<file path="config.mk">
export PLATFORM = sky130hd
export DESIGN_NAME = lpm_controller
export DESIGN_NICKNAME = d
export VERILOG_FILES = /design/src/verilog/lpm_pkg.sv /design/src/verilog/lpm_sync_edge.sv /design/src/verilog/lpm_controller.sv
export VERILOG_INCLUDE_DIRS = /design/src /design/src/verilog
export SDC_FILE = /design/constraint.sdc
export NUM_CORES = 1
export LEC_CHECK = 0
export ABC_AREA = 1
export BUFFER_PORTS_ARGS = -buffer_cell sky130_fd_sc_hd__buf_4
export CAP_MARGIN = 20
export CORE_MARGIN = 2
export CORE_UTILIZATION = 35
export DETAILED_ROUTE_END_ITERATION = 6
export SLEW_MARGIN = 40
export SYNTH_ARGS = -nofsm -noshare
export SYNTH_HDL_FRONTEND = slang
export SYNTH_SLANG_ARGS = --single-unit
export TNS_END_PERCENT = 10
</file>
<file path="constraint.sdc">
create_clock -name aclk -period 1.8 [get_ports aclk]
set_clock_uncertainty 0.15 [all_clocks]
set_input_delay 0.09 -clock aclk [delete_from_list [all_inputs] [get_ports aclk]]
set_output_delay 0.09 -clock aclk [all_outputs]
set_load 0.1 [all_outputs]
</file>
<file path="src/verilog/lpm_consts.svh">
// Register offsets, field positions, reset values and warm-up counts
`ifndef LPM_CONSTS_SVH
`define LPM_CONSTS_SVH

`define LPM_ADDR_W          8
`define LPM_OFS_HALT_CTRL   8'h38
`define LPM_OFS_CLK_MODE    8'h3C
`define LPM_OFS_BT_CTRL     8'h40
`define LPM_OFS_INT_CTRL    8'h44
`define LPM_OFS_STATUS      8'h48
// Marks a write address outside the map
`define LPM_OFS_NONE        8'hFC

`define LPM_HMC_START       7
`define LPM_HMC_RELEASE_METHOD        6
`define LPM_HMC_RETURN_MODE_SELECT        5
`define LPM_HMC_HOLD        4
`define LPM_HMC_WUT_HI      3
`define LPM_HMC_WUT_LO      2
`define LPM_HMC_RESET       8'h00
`define LPM_HMC_READ_MASK   8'hFC

`define LPM_CMC_SEL_LOW     0
`define LPM_CMC_HIGH_OSC    1
`define LPM_CMC_LOW_OSC     2
`define LPM_CMC_GATE_HALT   3
`define LPM_CMC_RESET       4'h2

`define LPM_BTC_SEL_HI      2
`define LPM_BTC_SEL_LO      0
`define LPM_BTC_EN          3
`define LPM_BTC_RESET       4'h0

`define LPM_INT_MIE         0
`define LPM_INT_TIE         1
`define LPM_INT_LATCH       2

`define LPM_RESP_OKAY       2'h0
`define LPM_RESP_DECERR     2'h3

// Warm-up lengths in oscillator periods
`define LPM_WU_FC_00        (3 * (2 ** 16))
`define LPM_WU_FC_01        (2 ** 16)
`define LPM_WU_FC_10        (3 * (2 ** 14))
`define LPM_WU_FC_11        (2 ** 14)
`define LPM_WU_FS_00        (3 * (2 ** 13))
`define LPM_WU_FS_01        (2 ** 13)
`define LPM_WU_FS_10        (3 * (2 ** 6))
`define LPM_WU_FS_11        (2 ** 6)
`define LPM_WU_CNT_W        18

`endif

</file>
<file path="src/verilog/lpm_pkg.sv">
// Types shared by the low-power mode controller
package lpm_pkg;

	typedef enum logic [1:0] {
		LPM_RUN,
		LPM_SLEEP,
		LPM_HALT,
		LPM_WARM
	} lpm_mode_e;

	typedef struct packed {
		logic cpu_clk_en;
		logic periph_clk_en;
		logic timer_clk_en;
		logic high_osc_en;
		logic low_osc_en;
	} lpm_gate_s;

	typedef struct packed {
		logic port_hiz;
		logic port_in_zero;
		logic low_clock_run;
	} lpm_port_s;

endpackage

</file>
<file path="src/verilog/lpm_sync_edge.sv">
// Two-stage synchroniser with edge detection for a bundle of inputs
`timescale 1ns/1ns
module lpm_sync_edge #(
	parameter int WIDTH = 1
) (
	input  wire logic             aclk,
	input  wire logic             aresetn,
	input  wire logic [WIDTH-1:0] async_in,
	output logic      [WIDTH-1:0] level,
	output logic      [WIDTH-1:0] rise,
	output logic      [WIDTH-1:0] fall
);
	logic [WIDTH-1:0] meta_reg;
	logic [WIDTH-1:0] sync_reg;
	logic [WIDTH-1:0] prev_reg;

	always_ff @(posedge aclk) begin
		if (!aresetn) begin
			meta_reg <= '0;
			sync_reg <= '0;
			prev_reg <= '0;
		end else begin
			meta_reg <= async_in;
			sync_reg <= meta_reg;
			prev_reg <= sync_reg;
		end
	end

	assign level = sync_reg;
	assign rise  = sync_reg & ~prev_reg;
	assign fall  = ~sync_reg & prev_reg;
endmodule // lpm_sync_edge

</file>
<file path="src/verilog/lpm_controller.sv">
// Low-power mode controller: gated sleep, full halt and warm-up
`timescale 1ns/1ns
`include "lpm_consts.svh"

// Behaviour
// Clock gate halt bit set enters gated sleep; only timer keeps clock.
// Falling edge of selected timer source clock ends gated sleep.
// After gated sleep the CPU runs again in low-clock run mode; the code keeps the clock select it had before sleep.
// Sleep ignores timer enable; interrupt needs master, timer and enable bits.
// Sleep entered with timer enabled sets timer interrupt latch on wake.
// Full halt stops oscillators and operation, keeping internal state.
// Halt control bit 7 written one starts full halt.
// Bit 6 chooses edge (0) or level (1) release by the pin.
// Execution resumes after warm-up at the following instruction.
// Bit 5 picks return to high-clock (0) or low-clock (1) run.
// Bit 4 zero floats port outputs in halt, one keeps them driven.
// Two-bit field selects one of four warm-up lengths per return clock.
// Software sets return bit to match the run mode before halting.
// Reset pin release of halt always returns to high-clock run.
// Bits 1 and 0 of halt control read as undefined.
// Halt with hold bit zero forces port inputs to zero.
// Software uses level release whenever key wakeup inputs serve.
// Shared release pin floats during halt regardless of hold bit.
// Leaving gated sleep clears the clock gate halt bit.
// Software never sets idle and clock gate halt together.
// Edge release leaves halt on a rising edge of the pin.
// Return to low-clock run turns on only the low oscillator.
// CPU stays halted with clocks gated for the whole warm-up.
module lpm_controller #(
	parameter int TIMER_TAPS = 8,
	parameter int WU_SHIFT   = 0
) (
	input  wire logic              aclk,
	input  wire logic              aresetn,
	input  wire logic [31:0]       s_axi_awaddr,
	input  wire logic              s_axi_awvalid,
	output logic                   s_axi_awready,
	input  wire logic [31:0]       s_axi_wdata,
	input  wire logic [3:0]        s_axi_wstrb,
	input  wire logic              s_axi_wvalid,
	output logic                   s_axi_wready,
	output logic [1:0]             s_axi_bresp,
	output logic                   s_axi_bvalid,
	input  wire logic              s_axi_bready,
	input  wire logic [31:0]       s_axi_araddr,
	input  wire logic              s_axi_arvalid,
	output logic                   s_axi_arready,
	output logic [31:0]            s_axi_rdata,
	output logic [1:0]             s_axi_rresp,
	output logic                   s_axi_rvalid,
	input  wire logic              s_axi_rready,
	input  wire logic              high_freq_clock,
	input  wire logic              low_freq_clock,
	input  wire logic [TIMER_TAPS-1:0] timer_src_clocks,
	input  wire logic              reset_pin_n,
	input  wire logic              release_pin_i,
	input  wire logic              release_pin_drive_val,
	input  wire logic              release_pin_drive_en,
	output logic                   release_pin_o,
	output logic                   release_pin_oe_n,
	output lpm_pkg::lpm_gate_s     gates,
	output lpm_pkg::lpm_port_s     port_ctrl,
	output logic                   base_timer_irq
);
	import lpm_pkg::*;

	localparam int SEL_W = $clog2(TIMER_TAPS);
	localparam int CNT_W = `LPM_WU_CNT_W;

	if (TIMER_TAPS < 2 || TIMER_TAPS > 8)
		$error("TIMER_TAPS must be 2 to 8");
	if (WU_SHIFT < 0 || WU_SHIFT > 6)
		$error("WU_SHIFT must be 0 to 6");

	lpm_mode_e        mode_reg;
	logic [7:0]       halt_ctrl_reg;
	logic [3:0]       clk_mode_reg;
	logic [3:0]       bt_ctrl_reg;
	logic             mie_reg;
	logic             tie_reg;
	logic             bt_latch_reg;
	logic             sleep_bten_reg;
	logic             ret_low_reg;
	logic [CNT_W-1:0] warm_cnt_reg;
	logic             aw_hold_reg;
	logic             w_hold_reg;
	logic [7:0]       awaddr_reg;
	logic [7:0]       wdata_reg;
	logic             wstrb0_reg;
	logic             bvalid_reg;
	logic [1:0]       bresp_reg;
	logic             rvalid_reg;
	logic [1:0]       rresp_reg;
	logic [31:0]      rdata_reg;
	logic [31:0]      rd_data;
	logic             rd_hit;
	logic             wr_fire;
	logic             wr_map;
	logic             wr_halt;
	logic             wr_clk;
	logic             wr_bt;
	logic             wr_int;
	logic [1:0]       osc_lvl;
	logic [1:0]       osc_rise;
	logic [1:0]       pin_lvl;
	logic [1:0]       pin_rise;
	logic [TIMER_TAPS-1:0] tap_fall;
	logic             halt_go;
	logic             sleep_go;
	logic             sleep_wake;
	logic             rst_pin_low;
	logic             rel_ok;
	logic             warm_enter;
	logic             warm_ret_low;
	logic             warm_done;
	logic             warm_tick;
	logic             halted;

	// Oscillators, pins and timer taps come from outside this clock
	lpm_sync_edge #(.WIDTH(2)) u_osc_sync (
		.aclk     (aclk),
		.aresetn  (aresetn),
		.async_in ({low_freq_clock, high_freq_clock}),
		.level    (osc_lvl),
		.rise     (osc_rise),
		.fall     ()
	);

	lpm_sync_edge #(.WIDTH(2)) u_pin_sync (
		.aclk     (aclk),
		.aresetn  (aresetn),
		.async_in ({~reset_pin_n, release_pin_i}),
		.level    (pin_lvl),
		.rise     (pin_rise),
		.fall     ()
	);

	lpm_sync_edge #(.WIDTH(TIMER_TAPS)) u_tap_sync (
		.aclk     (aclk),
		.aresetn  (aresetn),
		.async_in (timer_src_clocks),
		.level    (),
		.rise     (),
		.fall     (tap_fall)
	);

	function automatic logic [CNT_W-1:0] warm_len(input logic [1:0] warmup_select, input logic low);
		int n;
		case ({low, warmup_select})
			3'b000:  n = `LPM_WU_FC_00;
			3'b001:  n = `LPM_WU_FC_01;
			3'b010:  n = `LPM_WU_FC_10;
			3'b011:  n = `LPM_WU_FC_11;
			3'b100:  n = `LPM_WU_FS_00;
			3'b101:  n = `LPM_WU_FS_01;
			3'b110:  n = `LPM_WU_FS_10;
			default: n = `LPM_WU_FS_11;
		endcase
		return CNT_W'(n >> WU_SHIFT);
	endfunction

	// Mode events
	assign rst_pin_low  = pin_lvl[1];
	assign halted       = (mode_reg == LPM_HALT) || (mode_reg == LPM_WARM);
	assign halt_go      = (mode_reg == LPM_RUN) && halt_ctrl_reg[`LPM_HMC_START];
	assign sleep_go     = (mode_reg == LPM_RUN) && !halt_ctrl_reg[`LPM_HMC_START]
		&& clk_mode_reg[`LPM_CMC_GATE_HALT];
	assign sleep_wake   = (mode_reg == LPM_SLEEP)
		&& tap_fall[bt_ctrl_reg[SEL_W-1:0]];
	assign rel_ok       = halt_ctrl_reg[`LPM_HMC_RELEASE_METHOD] ? pin_lvl[0] : pin_rise[0];
	assign warm_enter   = (halt_go && halt_ctrl_reg[`LPM_HMC_RELEASE_METHOD] && pin_lvl[0])
		|| ((mode_reg == LPM_HALT) && (rst_pin_low || rel_ok));
	assign warm_ret_low = (mode_reg == LPM_HALT && rst_pin_low) ? 1'b0
		: halt_ctrl_reg[`LPM_HMC_RETURN_MODE_SELECT];
	assign warm_tick    = ret_low_reg ? osc_rise[1] : osc_rise[0];
	assign warm_done    = (mode_reg == LPM_WARM) && (warm_cnt_reg == '0);

	// Operating mode
	always_ff @(posedge aclk) begin
		if (!aresetn) begin
			mode_reg <= LPM_RUN;
		end else begin
			case (mode_reg)
				LPM_RUN: begin
					if (warm_enter)
						mode_reg <= LPM_WARM;
					else if (halt_go)
						mode_reg <= LPM_HALT;
					else if (sleep_go)
						mode_reg <= LPM_SLEEP;
				end
				LPM_SLEEP: begin
					if (sleep_wake)
						mode_reg <= LPM_RUN;
				end
				LPM_HALT: begin
					if (warm_enter)
						mode_reg <= LPM_WARM;
				end
				LPM_WARM: begin
					if (warm_done)
						mode_reg <= LPM_RUN;
				end
				default: mode_reg <= LPM_RUN;
			endcase
		end
	end

	// Warm-up counter, counted in periods of the returning oscillator
	always_ff @(posedge aclk) begin
		if (!aresetn) begin
			warm_cnt_reg <= '0;
			ret_low_reg  <= 1'b0;
		end else if (warm_enter) begin
			warm_cnt_reg <= warm_len(halt_ctrl_reg[`LPM_HMC_WUT_HI:`LPM_HMC_WUT_LO],
				warm_ret_low);
			ret_low_reg  <= warm_ret_low;
		end else if (mode_reg == LPM_WARM && warm_tick && warm_cnt_reg != '0) begin
			warm_cnt_reg <= warm_cnt_reg - CNT_W'(1);
		end
	end

	// Halt-mode control register; start bit drops when execution resumes
	always_ff @(posedge aclk) begin
		if (!aresetn) begin
			halt_ctrl_reg <= `LPM_HMC_RESET;
		end else if (wr_halt) begin
			halt_ctrl_reg <= wdata_reg;
		end else if (warm_done) begin
			halt_ctrl_reg[`LPM_HMC_START] <= 1'b0;
		end
	end

	// Clock mode control: clock select, oscillators, gate halt bit
	always_ff @(posedge aclk) begin
		if (!aresetn) begin
			clk_mode_reg <= `LPM_CMC_RESET;
		end else if (warm_done) begin
			clk_mode_reg[`LPM_CMC_SEL_LOW]  <= ret_low_reg;
			clk_mode_reg[`LPM_CMC_HIGH_OSC] <= !ret_low_reg;
			if (ret_low_reg)
				clk_mode_reg[`LPM_CMC_LOW_OSC] <= 1'b1;
		end else if (sleep_wake) begin
			clk_mode_reg[`LPM_CMC_GATE_HALT] <= 1'b0;
		end else if (wr_clk) begin
			clk_mode_reg <= wdata_reg[3:0];
		end
	end

	// Base timer control
	always_ff @(posedge aclk) begin
		if (!aresetn)
			bt_ctrl_reg <= `LPM_BTC_RESET;
		else if (wr_bt)
			bt_ctrl_reg <= wdata_reg[3:0];
	end

	// Timer interrupt latch; a wake event beats a software clear
	always_ff @(posedge aclk) begin
		if (!aresetn) begin
			mie_reg        <= 1'b0;
			tie_reg        <= 1'b0;
			bt_latch_reg   <= 1'b0;
			sleep_bten_reg <= 1'b0;
		end else begin
			if (sleep_go)
				sleep_bten_reg <= bt_ctrl_reg[`LPM_BTC_EN];
			if (wr_int) begin
				mie_reg <= wdata_reg[`LPM_INT_MIE];
				tie_reg <= wdata_reg[`LPM_INT_TIE];
			end
			if (sleep_wake && sleep_bten_reg)
				bt_latch_reg <= 1'b1;
			else if (wr_int && wdata_reg[`LPM_INT_LATCH])
				bt_latch_reg <= 1'b0;
		end
	end

	// Clock gates, oscillators, ports and the shared release pin
	always_ff @(posedge aclk) begin
		if (!aresetn) begin
			gates            <= '{1'b1, 1'b1, 1'b1, 1'b1, 1'b0};
			port_ctrl        <= '0;
			release_pin_o    <= 1'b0;
			release_pin_oe_n <= 1'b1;
			base_timer_irq   <= 1'b0;
		end else begin
			gates.cpu_clk_en    <= (mode_reg == LPM_RUN);
			gates.periph_clk_en <= (mode_reg == LPM_RUN);
			gates.timer_clk_en  <= (mode_reg == LPM_RUN) || (mode_reg == LPM_SLEEP);
			case (mode_reg)
				LPM_HALT: begin
					gates.high_osc_en <= 1'b0;
					gates.low_osc_en  <= 1'b0;
				end
				LPM_WARM: begin
					gates.high_osc_en <= !ret_low_reg;
					gates.low_osc_en  <= ret_low_reg || clk_mode_reg[`LPM_CMC_LOW_OSC];
				end
				default: begin
					gates.high_osc_en <= clk_mode_reg[`LPM_CMC_HIGH_OSC];
					gates.low_osc_en  <= clk_mode_reg[`LPM_CMC_LOW_OSC];
				end
			endcase
			port_ctrl.port_hiz      <= halted && !halt_ctrl_reg[`LPM_HMC_HOLD];
			port_ctrl.port_in_zero  <= halted && !halt_ctrl_reg[`LPM_HMC_HOLD];
			port_ctrl.low_clock_run <= clk_mode_reg[`LPM_CMC_SEL_LOW];
			release_pin_o           <= release_pin_drive_val;
			release_pin_oe_n        <= halted || !release_pin_drive_en;
			base_timer_irq <= bt_latch_reg && mie_reg && tie_reg
				&& bt_ctrl_reg[`LPM_BTC_EN];
		end
	end

	// AXI4-Lite write channel: address and data taken in either order
	assign s_axi_awready = !aw_hold_reg;
	assign s_axi_wready  = !w_hold_reg;
	assign s_axi_bvalid  = bvalid_reg;
	assign s_axi_bresp   = bresp_reg;
	assign wr_fire = aw_hold_reg && w_hold_reg && !bvalid_reg;
	assign wr_map  = (awaddr_reg == `LPM_OFS_HALT_CTRL) || (awaddr_reg == `LPM_OFS_CLK_MODE)
		|| (awaddr_reg == `LPM_OFS_BT_CTRL) || (awaddr_reg == `LPM_OFS_INT_CTRL);
	assign wr_halt = wr_fire && wstrb0_reg && (awaddr_reg == `LPM_OFS_HALT_CTRL);
	assign wr_clk  = wr_fire && wstrb0_reg && (awaddr_reg == `LPM_OFS_CLK_MODE);
	assign wr_bt   = wr_fire && wstrb0_reg && (awaddr_reg == `LPM_OFS_BT_CTRL);
	assign wr_int  = wr_fire && wstrb0_reg && (awaddr_reg == `LPM_OFS_INT_CTRL);

	always_ff @(posedge aclk) begin
		if (!aresetn) begin
			aw_hold_reg <= 1'b0;
			w_hold_reg  <= 1'b0;
			awaddr_reg  <= '0;
			wdata_reg   <= '0;
			wstrb0_reg  <= 1'b0;
			bvalid_reg  <= 1'b0;
			bresp_reg   <= `LPM_RESP_OKAY;
		end else begin
			if (s_axi_awvalid && !aw_hold_reg) begin
				aw_hold_reg <= 1'b1;
				awaddr_reg  <= (s_axi_awaddr[31:8] == '0)
					? {s_axi_awaddr[7:2], 2'b00} : `LPM_OFS_NONE;
			end
			if (s_axi_wvalid && !w_hold_reg) begin
				w_hold_reg <= 1'b1;
				wdata_reg  <= s_axi_wdata[7:0];
				wstrb0_reg <= s_axi_wstrb[0];
			end
			if (wr_fire) begin
				bvalid_reg  <= 1'b1;
				bresp_reg   <= wr_map ? `LPM_RESP_OKAY : `LPM_RESP_DECERR;
				aw_hold_reg <= 1'b0;
				w_hold_reg  <= 1'b0;
			end else if (bvalid_reg && s_axi_bready) begin
				bvalid_reg <= 1'b0;
			end
		end
	end

	// AXI4-Lite read channel
	always_comb begin
		rd_hit  = 1'b1;
		rd_data = '0;
		case ({s_axi_araddr[7:2], 2'b00})
			`LPM_OFS_HALT_CTRL: rd_data[7:0] = halt_ctrl_reg & `LPM_HMC_READ_MASK;
			`LPM_OFS_CLK_MODE:  rd_data[3:0] = clk_mode_reg;
			`LPM_OFS_BT_CTRL:   rd_data[3:0] = bt_ctrl_reg;
			`LPM_OFS_INT_CTRL:  rd_data[2:0] = {bt_latch_reg, tie_reg, mie_reg};
			`LPM_OFS_STATUS:    rd_data[1:0] = mode_reg;
			default:            rd_hit = 1'b0;
		endcase
		if (s_axi_araddr[31:8] != '0)
			rd_hit = 1'b0;
	end

	assign s_axi_arready = !rvalid_reg;
	assign s_axi_rvalid  = rvalid_reg;
	assign s_axi_rresp   = rresp_reg;
	assign s_axi_rdata   = rdata_reg;

	always_ff @(posedge aclk) begin
		if (!aresetn) begin
			rvalid_reg <= 1'b0;
			rresp_reg  <= `LPM_RESP_OKAY;
			rdata_reg  <= '0;
		end else if (s_axi_arvalid && !rvalid_reg) begin
			rvalid_reg <= 1'b1;
			rdata_reg  <= rd_hit ? rd_data : '0;
			rresp_reg  <= rd_hit ? `LPM_RESP_OKAY : `LPM_RESP_DECERR;
		end else if (rvalid_reg && s_axi_rready) begin
			rvalid_reg <= 1'b0;
		end
	end
endmodule // lpm_controller

</file>
# ---- After elaboration in Yosys (flattened, before gate mapping)
# Cells that the tools add are included.
dict set report totals {
  ff_bits 142
  out_inout_bits 52
  wordCells 180
  in_bits 121
}
dict set report op_classes {
  magnitude_cmp 1
  n_reduce_logical 65
  eq_ne 24
  n_bitwise 9
  n_mux 39
  add_sub_neg 1
}
# op count
set op_table {}
lappend op_table {{18-bit case mux with 7 select lines} 1}
lappend op_table {{18-bit 2-to-1 mux} 2}
lappend op_table {{1-bit logical AND} 29}
lappend op_table {{24-bit logical NOT} 1}
lappend op_table {{24-bit nonzero test} 1}
lappend op_table {{6-bit by 5-bit == test with 1-bit output (second input constant)} 3}
lappend op_table {{18-bit logical NOT} 1}
lappend op_table {{18-bit nonzero test} 1}
lappend op_table {{18-bit by 1-bit subtractor with 18-bit output (second input constant)} 1}
lappend op_table {{8-bit by 6-bit == test with 1-bit output (second input constant)} 2}
lappend op_table {{8-bit by 7-bit == test with 1-bit output (second input constant)} 2}
lappend op_table {{1-bit 2-to-1 mux} 16}
lappend op_table {{2-bit 2-to-1 mux} 8}
lappend op_table {{8-bit 2-to-1 mux} 2}
lappend op_table {{2-bit case mux with 4 select lines} 2}
lappend op_table {{2-bit nonzero test} 7}
lappend op_table {{6-bit by 4-bit == test with 1-bit output (second input constant)} 2}
lappend op_table {{3-bit == test (second input constant)} 3}
lappend op_table {{1-bit logical OR} 9}
lappend op_table {{8-bit AND} 1}
lappend op_table {{1-bit logical NOT} 8}
lappend op_table {{4-bit 2-to-1 mux} 2}
lappend op_table {{2-bit != test (second input constant)} 4}
lappend op_table {{8-bit NOT} 1}
lappend op_table {{other kinds (23)} 30}

# ---- Longest topological paths before layout
dict set report depth {
  word_depth 8
  depth_mapped 12
  depth_no_buf 11
}

# ---- By module
# Synthesis repeated with hierarchy kept, for this count alone.
dict set report unflattened {
  cells_unflattened 797
  area_unflattened_um2 5534.1
}
# module cells_per_inst seq_area_each_um2 instances area_each_um2
set by_module_without_submodules {}
lappend by_module_without_submodules {lpm_controller 639 1541.5 1 4340.4}
lappend by_module_without_submodules {{lpm_sync_edge (u_tap_sync)} 106 480.5 1 803.3}
lappend by_module_without_submodules {{lpm_sync_edge (u_osc_sync ...)} 26 120.1 2 195.2}

# ---- Worst setup path before layout
# Ideal clock, no wire load.
dict set report synth_path {
  kind {reg2reg}
  from {reg rvalid_reg (netlist: s_axi_rvalid)}
  to {reg rresp_reg[0] (netlist: s_axi_rresp[0])}
  path_stages_with_launch 7
  period_less_slack_ns 2.881
  n_path_buf 0
  required_time_ns 1.541
  arrival_time_ns 2.622
  setup_time_ns 0.109
  path_slack_ns -1.081
  path_cell_list {dfxtp_1 inv_1 nand2_1 clkinv_1 o21ai_0 a31o_2 inv_1}
}
dict set report synth_between {
  elab_chain_cells 2
}
# element line_no
set synth_lines {}
lappend synth_lines {{start, declared} lpm_controller.sv:92} ;# logic rvalid_reg;
lappend synth_lines {{start signal, assigned} lpm_controller.sv:382} ;# rvalid_reg <= 1'b0;
lappend synth_lines {{start signal, assigned} lpm_controller.sv:386} ;# rvalid_reg <= 1'b1;
lappend synth_lines {{start signal, assigned} lpm_controller.sv:390} ;# rvalid_reg <= 1'b0;
lappend synth_lines {{1-bit logical NOT} -}
lappend synth_lines {{net s_axi_arready} lpm_controller.sv:47} ;# output logic s_axi_arready,
lappend synth_lines {{1-bit logical AND} lpm_controller.sv:385} ;# end else if (s_axi_arvalid && !rvalid_reg) begin
lappend synth_lines {{end signal, assigned} lpm_controller.sv:383} ;# rresp_reg <= `LPM_RESP_OKAY;
lappend synth_lines {{end signal, assigned} lpm_controller.sv:388} ;# rresp_reg <= rd_hit ? `LPM_RESP_OKAY : `LPM_RESP_DECERR;
lappend synth_lines {{end, declared} lpm_controller.sv:93} ;# logic [1:0] rresp_reg;
# The timed path passes the listed nets, and every way through them passes these cells.
# A chain may end at the register's enable or synchronous reset.

# ---- Final worst setup path
dict set report layout_path {
  from {reg rvalid_reg (netlist: s_axi_rvalid)}
  to {reg rvalid_reg (netlist: s_axi_rvalid)}
}
dict set report layout_between {
  elab_chain_cells 3
  elab_cells_between_ends 5
  classes_between {mux (1); reduce/logical (4)}
}
# element line_no
set layout_lines {}
lappend layout_lines {{1-bit logical NOT} lpm_controller.sv:385}
lappend layout_lines {{1-bit logical AND} lpm_controller.sv:385}
lappend layout_lines {{1-bit 2-to-1 mux / 2-bit nonzero test (equally long branches)} -}
# Parallel ways exist; a longest one is shown, timed or not.

==> results.md <==
- The later pin in the worst-skew pair is clocked with a latency of 360 ps.
- Of all cell types, the one taking the most synthesized area is sky130_fd_sc_hd__dfxtp_1.
- Clock tree synthesis inserted a total of 9 buffers.
- Once placement completed, the tool counted placed cells totaling 1037.
- The mean cell area of the mapped netlist is around 7.0 sq um.
- For this run, the total global-route usage over all layers was measured as ~16%.
- The cell sitting at the root of the clock tree is a sky130_fd_sc_hd__clkbuf_16.
- The most common cell in the synthesized netlist is sky130_fd_sc_hd__nand2_1.
- CTS built an H-tree with a depth of 3.
- For this run the aggregate overflow at the end of global routing stands at 0.
- The register area share after synthesis is about 43%.
- The required time at the worst-slack endpoint is approximately 1900 ps.
- The core region area is between 10000 and 15000 sq um.
- The mapped cell area is around 5200 sq um.
- The endpoint type of the worst setup path is a register.
- The number of clock sinks is 112.
- Synthesis produced a netlist whose cell count is ~740.
- The maximum net fanout on the critical path is 10.
- Of the available clock period, the critical path in the final layout requires between 90% and 100%.
- The detail route stage leaves a number of antenna-violating nets equal to 0.
- The flip-flop count of the largest register after layout is 18.
- The type of the worst min-delay path is input port to register.
- The relative contribution of combinational cells to total power is 15.2%.
- The worst-case setup margin in the final layout is 107 ps.
- The share of flip-flops with an asynchronous set or reset after synthesis is 0%.
- The final wirelength is approximately 12 mm.
- The element type at the critical path start is a register.
- The die covers about 16000 sq um.
- In this run the tool buffered the top-level ports with 117 buffer cells.
- In the synthesized netlist the dominant register cell turns out to be sky130_fd_sc_hd__dfxtp_1.
- The net switching power is approximately 1600 uW.
- At the placement stage, the worst setup path has a slack of ~80 ps.
- Summed over its instances, the top area cell type makes up approximately 43% of the synthesized netlist area.
- The critical path data arrival time is about 1800 ps.
- The fraction of power spent switching nets is 29.1%.
- The die is approximately 130 um tall.
- The estimated wirelength of the detail-placed design is 9.20 mm.
- The worst setup path is of the register to register kind.
- The wire length of the first global-routing pass is roughly 21 mm.
- The synthesized flop and latch total is 112.
- The placer's final routability congestion estimate is around 0.83.
- Entering global routing, the biggest net connects 80 pins.
- The layout overhead on the synthesized area is 34.2%.
- The total I/O pin count is approximately 170.
- The number of hold-slack violations in the final timing report came to 0.
- The via density per instance is roughly 4.5.
- After synthesis, the cell types taking the most area are sky130_fd_sc_hd__dfxtp_1 43%, sky130_fd_sc_hd__nand2_1 11%, sky130_fd_sc_hd__inv_1 7.5%.
- Leaving out filler cells and counting taps, the final layout contains roughly 1100.
- The number of enable-type register cells in the synthesized netlist is 0.
- The max capacitance violation total is 0.
- The number of rows in the core area is 44.
- After layout, the minimum clock period comes to 1690 ps.
- The worst IR drop on VDD is 555 uV.
- The pre-antenna-repair detailed-routing pass consisted of 4 iterations.
- Once the floorplan was initialized, standard cells occupied between 30% and 40% of the core.
- The number of global-route vias before repair is 4564.
- In the final routed layout, each cell accounts on average for between 10 and 15 um.
- Setup repair after global routing could not meet its margin everywhere.
- Setup violations remaining at the end of the flow were counted as 0.
- In this run, distinct cell masters in the synthesized netlist total 39.
- Cell internal power was estimated by the tool at 3830 uW.
- The buffer levels on the longest clock path is 2.
- The number of remaining DRC errors is 0.
- The synthesis warning total is 0.
- The post-route netlist has between 20% and 30% of its cells at a drive strength greater than 1.
- The flow ran to the end, and the final reports show no timing, DRC or antenna violations.
- After synthesis, the most frequently instantiated cells are 158 x sky130_fd_sc_hd__nand2_1, 112 x sky130_fd_sc_hd__dfxtp_1, 104 x sky130_fd_sc_hd__inv_1.
- The post-layout net count is 1022.
- TritonCTS built the clock tree.
- Sequential cells burn 47.9% of the power.
- The clock power share is between 30 and 40%.
- Measured along the x axis, the die boundary spans 126 um.
- The number of antenna violations at the first check in global routing is 0.
- The final number of max-transition violations is 0.
- The clock transition at the registers of the reported paths is 70 ps.
- The fmax is between 500 and 600 MHz.
- The final antenna diode count is 0.
- Power comes to between 5000 and 6000 uW.
- In this run the static leakage power is between 0.003 and 0.004 uW.
- The power per unit of standard cell area is roughly 780 nW/um^2.
- In this run, the number of DRC markers left after iteration 0 of detailed routing was approximately 230.
- Detailed routing inserted a total of ~4900 vias.
[routing by layer]
| metal | GRT usage [%] | up-vias | wire length (um) |
|---|---|---|---|
| met5 | 0 | - | 0 |
| met4 | 6.01 | 0 | 239 |
| met3 | 3.64 | 17 | 506 |
| met2 | 27.9 | 103 | 6230 |
| met1 | 19.8 | 2180 | 5530 |
| li1 | - | 2618 | - |
[layout make-up]
class	instances	area, sq um
clock inverters	6	56.3
well taps	184	230
multi-input cells	497	2350
clock buffers	10	239
fillers	1476	7540
flip-flops and latches	112	2250
inverters	110	428
repair buffers	170	1390
[logic make-up (layout without fill, tap and decap cells)]
family | count (synthesis) | count (layout) | share of synthesized area, %
AOI/OAI and AO/OA | 98 | 98 | 10.2
adders and majority gates | 1 | 1 | 0.242
buffers and inverters | 156 | 296 | 13.8
DFF | 112 | 112 | 43.4
other | 1 | 24 | 0.0725
and+or+nand+nor | 374 | 374 | 32.3
[stage by stage]
stage | util, % | instance area [sq um] | hold WS (ps) | setup TNS (ps)
final | 47.9 | 6940 | 14.3 | 0
after global routing | 47.9 | 6940 | 37.9 | -18.8
after CTS | 47.6 | 6900 | 5.60 | 0
after detailed placement | 43.2 | 6250 | 114 | 0
after global placement | 43.2 | 6250 | 113 | 0
after floorplan | - | 5300 | 12.4 | -3210
[critical path, stage by stage (launching register included)]
cell,delay [ps]
sky130_fd_sc_hd__dfxtp_4,360
sky130_fd_sc_hd__clkinvlp_4,100
sky130_fd_sc_hd__nand2_4,140
sky130_fd_sc_hd__clkinv_4,110
sky130_fd_sc_hd__o21a_1,170
sky130_fd_sc_hd__dlygate4sd3_1,540
[power groups by stage]
| stage | Clock [uW] | Sequential, uW | Combinational, uW |
|---|---|---|---|
| after floorplan | 0 | 2690 | 510 |
| final | 2000 | 2590 | 819 |
| after global routing | 2160 | 2600 | 879 |
| after global placement | 0 | 2650 | 755 |
| after CTS | 2070 | 2590 | 821 |
| after detailed placement | 0 | 2650 | 759 |
[worst paths after layout]
path,from,end,slack [ps],cells past startpoint
worst max-delay path,s_axi_rvalid,s_axi_rvalid,110,5
worst min-delay path,s_axi_awaddr[23],awaddr_reg[5],10,5
worst max register to register,s_axi_rvalid,s_axi_rvalid,110,5
worst min register to register,u_tap_sync.meta_reg[5],u_tap_sync.level[5],260,2
[what timing repair did]
item,4_1_cts,5_1_grt
hold buffers,35,0
setup buffers,0,1
resized for setup,0,13
setup endpoints to repair,0,21
hold endpoints to repair,41,0
[placed cells by master (no fill, tap or decap), drive strengths merged]
cell	n
a211oi	2
a21boi	1
a21oi	43
a31o	1
and2	1
buf	135
clkbuf	10
clkinv	3
clkinvlp	2
conb	24
dfxtp	112
dlygate4sd3	35
ha	1
inv	111
nand2	164
nand3	49
nand3b	1
nand4	21
nor2	112
nor3	17
nor4	8
o211ai	2
o21a	1
o21ai	46
o21bai	1
o31ai	1
or2	1
No activity file was read; power rests on OpenSTA's default activity.
